File: src/include/osd_pkg.sv
// Shared constants and types of the overlay pin interface.
package osd_pkg;
    // Register map reached through the serial packets.
    localparam logic [3:0] DUTY_ROW = 4'hF;
    localparam logic [5:0] COL_DUTY0 = 6'h13;
    localparam logic [5:0] COL_CTRL = 6'h1B;
    localparam logic [5:0] COL_WIN_HS = 6'h1C;
    localparam logic [5:0] COL_WIN_HE = 6'h1D;
    localparam logic [5:0] COL_WIN_VS = 6'h1E;
    localparam logic [5:0] COL_WIN_VE = 6'h1F;
    // Row byte: marker bit and display address code; column byte: format c bit.
    localparam logic [2:0] ROW_DISP_ADDR = 3'h4;
    localparam int ROW_BIT = 7;
    localparam int FMT_C_BIT = 6;
    // Control register fields.
    localparam int CTRL_RATE_LSB = 0;
    localparam int CTRL_SEL_BIT = 2;
    localparam int CTRL_EN_BIT = 3;
    localparam int CTRL_HT_BIT = 4;
    localparam int CTRL_COLOR_LSB = 5;
    localparam logic [7:0] CTRL_RST = 8'h00;
    localparam logic [4:0] WIN_RST = 5'h00;
    // Serial framing.
    localparam logic [7:0] I2C_ADDR = 8'h7A;
    localparam logic [3:0] BYTE_LAST = 4'h7;
    localparam logic [3:0] ACK_SLOT = 4'h8;
    // PWM period is 256 steps.
    localparam logic [7:0] PWM_LAST = 8'hFF;
    // Packet parser states.
    typedef enum logic [1:0] {
        P_ROW,
        P_COL,
        P_DATA
    } parse_t;
endpackage

File: src/osd_pin_interface.sv
// Pin-level core of the overlay generator: serial port, sync, PWM and video pins.
//
// Notes on behaviour
// - All logic runs on the pixel clock.
// - Horizontal sync leading edge restarts line timing.
// - Vertical sync leading edge restarts frame timing.
// - Floating select means I2C, else SPI.
// - Serial clock times every serial data bit.
// - Eight 8-bit duties at row 15, columns 19-26.
// - Shared pin carries PWM clock or half-tone.
// - Fast blank asserted while overlay is shown.
// - Separate red, green, blue overlay outputs.
// - Pulse high for duty/256 of period.
// - PWM clock is pixel clock over 8,4,2; rate 3 holds it high.
`timescale 1ns/1ps
module osd_pin_interface #(
    parameter int CHANNELS = 8
) (
    // Pixel clock and reset.
    input wire logic ref_clk_i,
    input wire logic nrst_i,
    // Video timing inputs.
    input wire logic horizontal_sync_in_i,
    input wire logic vertical_sync_in_i,
    // Serial port.
    input wire logic serial_select_pin_i,
    input wire logic serial_select_float_i,
    input wire logic serial_clock_i,
    input wire logic serial_data_i,
    // Open-drain PWM DAC pins.
    output logic [CHANNELS-1:0] pwm_dac_out_o,
    output logic [CHANNELS-1:0] pwm_dac_oe_o,
    // Overlay video outputs.
    output logic half_tone_out_o,
    output logic fast_blank_out_o,
    output logic red_video_out_o,
    output logic green_video_out_o,
    output logic blue_video_out_o
);
    typedef struct packed {
        logic [3:0] bit_cnt;
        logic [7:0] shreg;
        logic i2c_busy;
        logic addr_phase;
        logic addr_ok;
        osd_pkg::parse_t parse;
        logic [7:0] row_byte;
        logic [5:0] col;
        logic fmt_c;
        logic [CHANNELS-1:0][7:0] duty;
        logic [7:0] ctrl;
        logic [4:0] win_hs;
        logic [4:0] win_he;
        logic [4:0] win_vs;
        logic [4:0] win_ve;
        logic [2:0] div_cnt;
        logic [11:0] hcnt;
        logic [11:0] vcnt;
        logic fb;
        logic [2:0] rgb;
        logic pin;
    } osd_state_t;

    osd_state_t s;
    osd_state_t next_s;

    logic h_fall;
    logic v_fall;
    logic scl_rise;
    logic sda_fall;
    logic sda_rise;
    logic spi_sel;
    logic byte_stb;
    logic [7:0] byte_val;
    logic wr_en;
    logic reg_wr;
    logic in_win;
    logic tick;
    logic pwm_clk_lvl;
    logic [2:0] rate_m;
    logic [CHANNELS-1:0] pwm_lvl;

    // Mask of divider bits for one PWM clock period.
    function automatic logic [2:0] rate_mask(input logic [1:0] rate);
        case (rate)
            2'h0: rate_mask = 3'h7;
            2'h1: rate_mask = 3'h3;
            2'h2: rate_mask = 3'h1;
            default: rate_mask = 3'h0;
        endcase
    endfunction

    sync_edge u_hsync (
        .ref_clk_i(ref_clk_i),
        .nrst_i(nrst_i),
        .sig_i(horizontal_sync_in_i),
        .fall_o(h_fall),
        .rise_o()
    );

    sync_edge u_vsync (
        .ref_clk_i(ref_clk_i),
        .nrst_i(nrst_i),
        .sig_i(vertical_sync_in_i),
        .fall_o(v_fall),
        .rise_o()
    );

    sync_edge u_sck (
        .ref_clk_i(ref_clk_i),
        .nrst_i(nrst_i),
        .sig_i(serial_clock_i),
        .fall_o(),
        .rise_o(scl_rise)
    );

    sync_edge u_sda (
        .ref_clk_i(ref_clk_i),
        .nrst_i(nrst_i),
        .sig_i(serial_data_i),
        .fall_o(sda_fall),
        .rise_o(sda_rise)
    );

    assign spi_sel = ~serial_select_float_i & ~serial_select_pin_i;
    assign rate_m = rate_mask(s.ctrl[osd_pkg::CTRL_RATE_LSB +: 2]);
    assign tick = (s.div_cnt & rate_m) == rate_m;
    assign pwm_clk_lvl = (rate_m == 3'h0) || ((s.div_cnt & rate_m & ~(rate_m >> 1)) != 3'h0);
    assign in_win = s.ctrl[osd_pkg::CTRL_EN_BIT]
        && s.hcnt[11:3] >= {4'h0, s.win_hs} && s.hcnt[11:3] < {4'h0, s.win_he}
        && s.vcnt[11:2] >= {5'h00, s.win_vs} && s.vcnt[11:2] < {5'h00, s.win_ve};

    always_comb begin
        next_s = s;
        byte_stb = 1'b0;
        wr_en = 1'b0;
        byte_val = {s.shreg[6:0], serial_data_i};
        // Serial bit and byte framing.
        if (serial_select_float_i) begin
            if (sda_fall && serial_clock_i) begin
                next_s.i2c_busy = 1'b1;
                next_s.addr_phase = 1'b1;
                next_s.addr_ok = 1'b0;
                next_s.bit_cnt = 4'h0;
                next_s.parse = osd_pkg::P_ROW;
                next_s.fmt_c = 1'b0;
            end else if (sda_rise && serial_clock_i) begin
                next_s.i2c_busy = 1'b0;
                next_s.parse = osd_pkg::P_ROW;
                next_s.fmt_c = 1'b0;
            end else if (scl_rise && s.i2c_busy) begin
                // The acknowledge slot is counted but carries no data bit.
                if (s.bit_cnt == osd_pkg::ACK_SLOT) begin
                    next_s.bit_cnt = 4'h0;
                end else begin
                    next_s.shreg = byte_val;
                    next_s.bit_cnt = s.bit_cnt + 4'h1;
                    if (s.bit_cnt == osd_pkg::BYTE_LAST) begin
                        if (s.addr_phase) begin
                            next_s.addr_phase = 1'b0;
                            next_s.addr_ok = byte_val == osd_pkg::I2C_ADDR;
                        end else begin
                            byte_stb = s.addr_ok;
                        end
                    end
                end
            end
        end else if (spi_sel) begin
            if (scl_rise) begin
                next_s.shreg = byte_val;
                byte_stb = s.bit_cnt == osd_pkg::BYTE_LAST;
                next_s.bit_cnt = byte_stb ? 4'h0 : s.bit_cnt + 4'h1;
            end
        end else begin
            // Select high ends the SPI packet and drops any partial byte.
            next_s.bit_cnt = 4'h0;
            next_s.parse = osd_pkg::P_ROW;
            next_s.fmt_c = 1'b0;
            next_s.i2c_busy = 1'b0;
        end
        // Packet parser: row, column, data with sticky format c.
        if (byte_stb) begin
            case (s.parse)
                osd_pkg::P_ROW: begin
                    if (byte_val[osd_pkg::ROW_BIT]) begin
                        next_s.row_byte = byte_val;
                        next_s.parse = osd_pkg::P_COL;
                    end
                end
                osd_pkg::P_COL: begin
                    if (byte_val[osd_pkg::ROW_BIT]) begin
                        next_s.row_byte = byte_val;
                    end else begin
                        next_s.col = byte_val[5:0];
                        next_s.fmt_c = byte_val[osd_pkg::FMT_C_BIT];
                        next_s.parse = osd_pkg::P_DATA;
                    end
                end
                osd_pkg::P_DATA: begin
                    wr_en = 1'b1;
                    if (s.fmt_c) begin
                        next_s.col = s.col + 6'h01;
                    end else begin
                        next_s.parse = osd_pkg::P_COL;
                    end
                end
                default: begin
                    next_s.parse = osd_pkg::P_ROW;
                end
            endcase
        end
        // Only display address bytes of the PWM row land here.
        reg_wr = wr_en && s.row_byte[7:5] == osd_pkg::ROW_DISP_ADDR
            && s.row_byte[3:0] == osd_pkg::DUTY_ROW;
        if (reg_wr) begin
            for (int k = 0; k < CHANNELS; k++) begin
                if (s.col == osd_pkg::COL_DUTY0 + 6'(k)) begin
                    next_s.duty[k] = byte_val;
                end
            end
            case (s.col)
                osd_pkg::COL_CTRL: next_s.ctrl = byte_val;
                osd_pkg::COL_WIN_HS: next_s.win_hs = byte_val[4:0];
                osd_pkg::COL_WIN_HE: next_s.win_he = byte_val[4:0];
                osd_pkg::COL_WIN_VS: next_s.win_vs = byte_val[4:0];
                osd_pkg::COL_WIN_VE: next_s.win_ve = byte_val[4:0];
                default: next_s.ctrl = s.ctrl;
            endcase
        end
        // Video timing and the overlay, free running from sync edges.
        next_s.div_cnt = s.div_cnt + 3'h1;
        next_s.hcnt = h_fall ? 12'h000 : s.hcnt + 12'h001;
        if (v_fall) begin
            next_s.vcnt = 12'h000;
        end else if (h_fall) begin
            next_s.vcnt = s.vcnt + 12'h001;
        end
        next_s.fb = in_win;
        next_s.rgb = in_win ? s.ctrl[osd_pkg::CTRL_COLOR_LSB +: 3] : 3'h0;
        if (s.ctrl[osd_pkg::CTRL_SEL_BIT]) begin
            next_s.pin = pwm_clk_lvl;
        end else begin
            next_s.pin = in_win & s.ctrl[osd_pkg::CTRL_HT_BIT];
        end
    end

    // Single clock domain: the pixel clock drives every flip-flop.
    always_ff @(posedge ref_clk_i or negedge nrst_i) begin
        if (!nrst_i) begin
            s <= '0;
            s.ctrl <= osd_pkg::CTRL_RST;
            s.win_hs <= osd_pkg::WIN_RST;
            s.win_he <= osd_pkg::WIN_RST;
            s.win_vs <= osd_pkg::WIN_RST;
            s.win_ve <= osd_pkg::WIN_RST;
        end else begin
            s <= next_s;
        end
    end

    genvar g;
    generate
        for (g = 0; g < CHANNELS; g++) begin : g_pwm
            pwm_channel #(
                .W(8)
            ) u_pwm (
                .ref_clk_i(ref_clk_i),
                .nrst_i(nrst_i),
                .tick_i(tick),
                .duty_i(s.duty[g]),
                .pwm_o(pwm_lvl[g])
            );
        end
    endgenerate

    // Open drain: the pin is pulled low while the channel is inactive.
    assign pwm_dac_out_o = '0;
    assign pwm_dac_oe_o = ~pwm_lvl;
    assign half_tone_out_o = s.pin;
    assign fast_blank_out_o = s.fb;
    assign red_video_out_o = s.rgb[2];
    assign green_video_out_o = s.rgb[1];
    assign blue_video_out_o = s.rgb[0];
endmodule

File: src/sync_edge.sv
// Edge detector for a pin that idles high through its pull-up.
`timescale 1ns/1ps
module sync_edge (
    // Clock and reset.
    input wire logic ref_clk_i,
    input wire logic nrst_i,
    // Sampled pin and its edges.
    input wire logic sig_i,
    output logic fall_o,
    output logic rise_o
);
    typedef struct packed {
        logic prev;
    } edge_state_t;

    edge_state_t s;
    edge_state_t next_s;

    always_comb begin
        next_s = s;
        next_s.prev = sig_i;
    end

    always_ff @(posedge ref_clk_i or negedge nrst_i) begin
        if (!nrst_i) begin
            s <= '{prev: 1'b1};
        end else begin
            s <= next_s;
        end
    end

    assign fall_o = s.prev & ~sig_i;
    assign rise_o = ~s.prev & sig_i;
endmodule

File: src/pwm_channel.sv
// One 8-bit PWM DAC channel stepped by a shared rate enable.
`timescale 1ns/1ps
module pwm_channel #(
    parameter int W = 8
) (
    // Clock and reset.
    input wire logic ref_clk_i,
    input wire logic nrst_i,
    // Rate enable and duty value.
    input wire logic tick_i,
    input wire logic [W-1:0] duty_i,
    // Active level of the channel.
    output logic pwm_o
);
    typedef struct packed {
        logic [W-1:0] cnt;
        logic [W-1:0] duty;
        logic out;
    } pwm_state_t;

    pwm_state_t s;
    pwm_state_t next_s;

    always_comb begin
        next_s = s;
        if (tick_i) begin
            next_s.cnt = s.cnt + 1'b1;
            // Loading only on wrap keeps every pulse whole.
            if (&s.cnt) begin
                next_s.duty = duty_i;
            end
        end
        next_s.out = next_s.cnt < next_s.duty;
    end

    always_ff @(posedge ref_clk_i or negedge nrst_i) begin
        if (!nrst_i) begin
            s <= '0;
        end else begin
            s <= next_s;
        end
    end

    assign pwm_o = s.out;
endmodule

File: config.mk
export PLATFORM = sky130hd
export DESIGN_NAME = osd_pin_interface
export DESIGN_NICKNAME = d
export VERILOG_FILES = /design/src/include/osd_pkg.sv /design/src/osd_pin_interface.sv /design/src/sync_edge.sv /design/src/pwm_channel.sv
export SDC_FILE = /design/constraint.sdc
export NUM_CORES = 1
export LEC_CHECK = 0
export BUFFER_PORTS_ARGS = -buffer_cell sky130_fd_sc_hd__buf_2
export CAP_MARGIN = 20
export CELL_PAD_IN_SITES_DETAIL_PLACEMENT = 1
export CELL_PAD_IN_SITES_GLOBAL_PLACEMENT = 2
export CORE_ASPECT_RATIO = 2
export CORE_UTILIZATION = 35
export DETAILED_ROUTE_END_ITERATION = 10
export PLACE_DENSITY_LB_ADDON = 0.25
export SLEW_MARGIN = 20
export SYNTH_ARGS = -nofsm -noshare
export SYNTH_HDL_FRONTEND = slang
export SYNTH_HIERARCHICAL = 1
export SYNTH_SLANG_ARGS = --single-unit
File: constraint.sdc
create_clock -name ref_clk_i -period 5.4 [get_ports ref_clk_i]
set_input_delay 1.08 -clock ref_clk_i [delete_from_list [all_inputs] [get_ports ref_clk_i]]
set_output_delay 1.08 -clock ref_clk_i [all_outputs]
set_load 0.02 [all_outputs]
==> metrics.md <==
| Metric | Value |
|---|---|
| Post-synthesis area per instance | 12.2 sq um |
| Worst slack, placed | 1.87 ns |
| Post-CTS sizing | 0 |
| Area of placed instances | 15300 sq um |
| Design Area, Final | 16200 sq um |
| Hold WS | 0.464 ns |
| CP Class | flip-flop to flip-flop |
| Diode count | 0 |
| 1st-iter DRT viols | 238 |
| Die Ht | 290 um |
| Critical path required time | 5.83 ns |
| Port buffer count | 20 |
| Overall Global Routing Usage | 0.160 |
| Hold Buf Count CTS | 0 |
| Worst-Margin Slew | 0.948 ns |
| Clk buf depth | 3 |
| Top Family by Delay on Critical Path | simple AND/OR/NAND/NOR gates |
| Fillers | 4417 |
| Final period util | 0.636 |
| Final worst clock skew | 0.0201 ns |
| Fin nets | 1320 |
| TritonCTS clock tree | done |
| Status | completed |
| Crit-path cells | o21ai_0 > a21oi_4 > buf_4 > nand4_4 > nor2_8 > mux2_2 > inv_1 > ha_1 > nand4_1 > or2_2 > a311oi_2 > a2111oi_2 |
| Yosys Warn Count | 6 |
| CP max stage delay | 0.54 ns |
| CP startpoint kind | flip-flop |
| Syn Std Cell Area | 14500 sq um |
| Die width | 146 um |
| # setup viols final | 0 |
| Fin crit period | 3.44 ns |
| Vias/cell | 4.98 |
| Final core utilization | 0.395 |
| Worst Hold Class | flip-flop to flip-flop |
| First-pass GRT wire length | 54000 um |
| Worst EP arrival | 3.86 ns |
| DR WL/cell | 18.0 um |
| Final Hold Vio Count | 0 |
| RSZ-0062 raised after global routing | no |
| Final worst-path setup slack | 1.96 ns |
| Share of cells above drive strength 1 | 0.158 |
| CTS Sinks | 294 |
| Remaining DRCs | 0 |
| Comb pwr share | 0.165 |
| Peak Freq | 0.291 GHz |
| IO Count | 29 |
| Clock power frac | 0.360 |
| Slew HR | 0.367 |
| Num rows | 105 |
| Clk slew on worst S/H paths | 0.07 ns |
| Crit path max fanout | 40 |
| Net Sw Power | 1.65 mW |
| P per Cell Area | 347 nW/um^2 |
| Final HPWL DP | 23000 um |
| Area of the multi-input gates | 6590 sq um |
| Routability cong. | 0.743 |
| Die area | 42400 sq um |
| Slowest cell on crit path | buf_4 |
| Root Buffer | clkbuf_16 |
| Area delta synth->final | 11.3% |
| H-tree levels | 1 |
| Worst Setup End Kind | flip-flop |
| Initial antenna violation count | 1 |
| Max-slew violations | 0 |
| Post-Syn Instances | 1187 |
| Detail Route Antenna Nets | 0 |
| Number of setup buffers added after CTS | 0 |
| TNS Setup | 0 ns |
| DRT Pass-1 Iters | 4 |
| Register area | 7360 sq um |
| Num CTS Buffers | 28 |
| Switching Fraction | 0.294 |
| Internal power | 3.96 mW |
| Vias in the first global route | 9876 |
| Wirelength, routed | 32000 um |
| Via count | 8832 |
| Clk_lat worst skew | 0.57 ns |
| Grt ovf | 0 |
| Leak pwr | 8.19 nW |
| Worst path bufs/invs | 2 |
| Largest net degree at the start of global routing | 106 |
| Share of power burned in registers | 0.475 |
| Core ar. | 41000 sq um |
| Max VDD drop | 243 uV |
| Initial Util | 0.354 |
| Maxcap violations | 0 |
==> registers in the layout, indices dropped and copies added (netlist names) <==
register,flops
g_pwm.u_pwm/pwm_o,8
u_vsync/s,1
g_pwm.u_pwm/s,128
u_sck/s,1
fast_blank_out_o,1
blue_video_out_o,1
u_hsync/s,1
half_tone_out_o,1
green_video_out_o,1
red_video_out_o,1
u_sda/s,1
s,142
byte_val,7
==> placed cells by master, fill, tap and decap left out, drive strengths merged, types with 7 or more instances in the layout <==
cell,count
nand2,56
mux2,138
nor2b,7
a311oi,9
or2,10
xnor2,57
a21oi,35
nand4,47
o21ai,18
mux2i,43
conb,8
nor2,66
a2111oi,9
nand3,45
nand4b,9
xor2,20
inv,115
buf,31
nor3,12
o211a,8
ha,91
clkbuf,39
dfrtp,290
==> worst register-to-register path: cells and delay by family (launching register included) <==
kind                       cells  cell delay (ns)
DFF                            1             0.42
and+or+nand+nor                4             1.13
adders and majority gates      1             0.13
AOI/OAI and AO/OA              4             0.65
buffers and inverters          2             0.61
muxes                          1             0.37
==> metrics by stage <==
step	std cells	power (mW)
finish	1774	5.62
global placement	1726	3.64
global route	1774	5.94
CTS	1774	5.74
floorplan	1194	3.28
detailed placement	1726	3.68
==> worst paths after layout <==
path | slack [ns] | to | from | cells past startpoint
max | 1.96 | g_pwm[4].u_pwm/pwm_o | s[52] | 12
min | 0.46 | s[17] | s[17] | 1
max reg2reg | 1.96 | g_pwm[4].u_pwm/pwm_o | s[52] | 12
min reg2reg | 0.46 | s[17] | s[17] | 1
max in group asynchronous | 3.74 | u_sck/s | nrst_i | 2
min in group asynchronous | 0.56 | g_pwm[4].u_pwm/s[11] | nrst_i | 1
==> per-layer routing <==
metal / global-route usage / wire, um
met1: 0.176 / 12200
met2: 0.318 / 18400
met3: 0.0154 / 671
met4: 0.0485 / 728
met5: 0 / 0
==> power groups by stage <==
stage	sequential, mW	combinational [mW]	clock (mW)
final	2.67	0.927	2.02
after global routing	2.70	1.06	2.18
after CTS	2.68	0.959	2.10
after detailed placement	2.72	0.955	0
after global placement	2.72	0.924	0
after floorplan	2.58	0.694	0
==> final cells by class <==
cell class | instances | share of cell area
inverters | 115 | 0.0267
multi-input cells | 751 | 0.407
repair buffers | 31 | 0.0135
clock buffers | 39 | 0.0490
well taps | 535 | 0.0414
flip-flops and latches | 294 | 0.455
clock inverters | 9 | 0.00742
No activity file was read; power rests on OpenSTA's default activity.
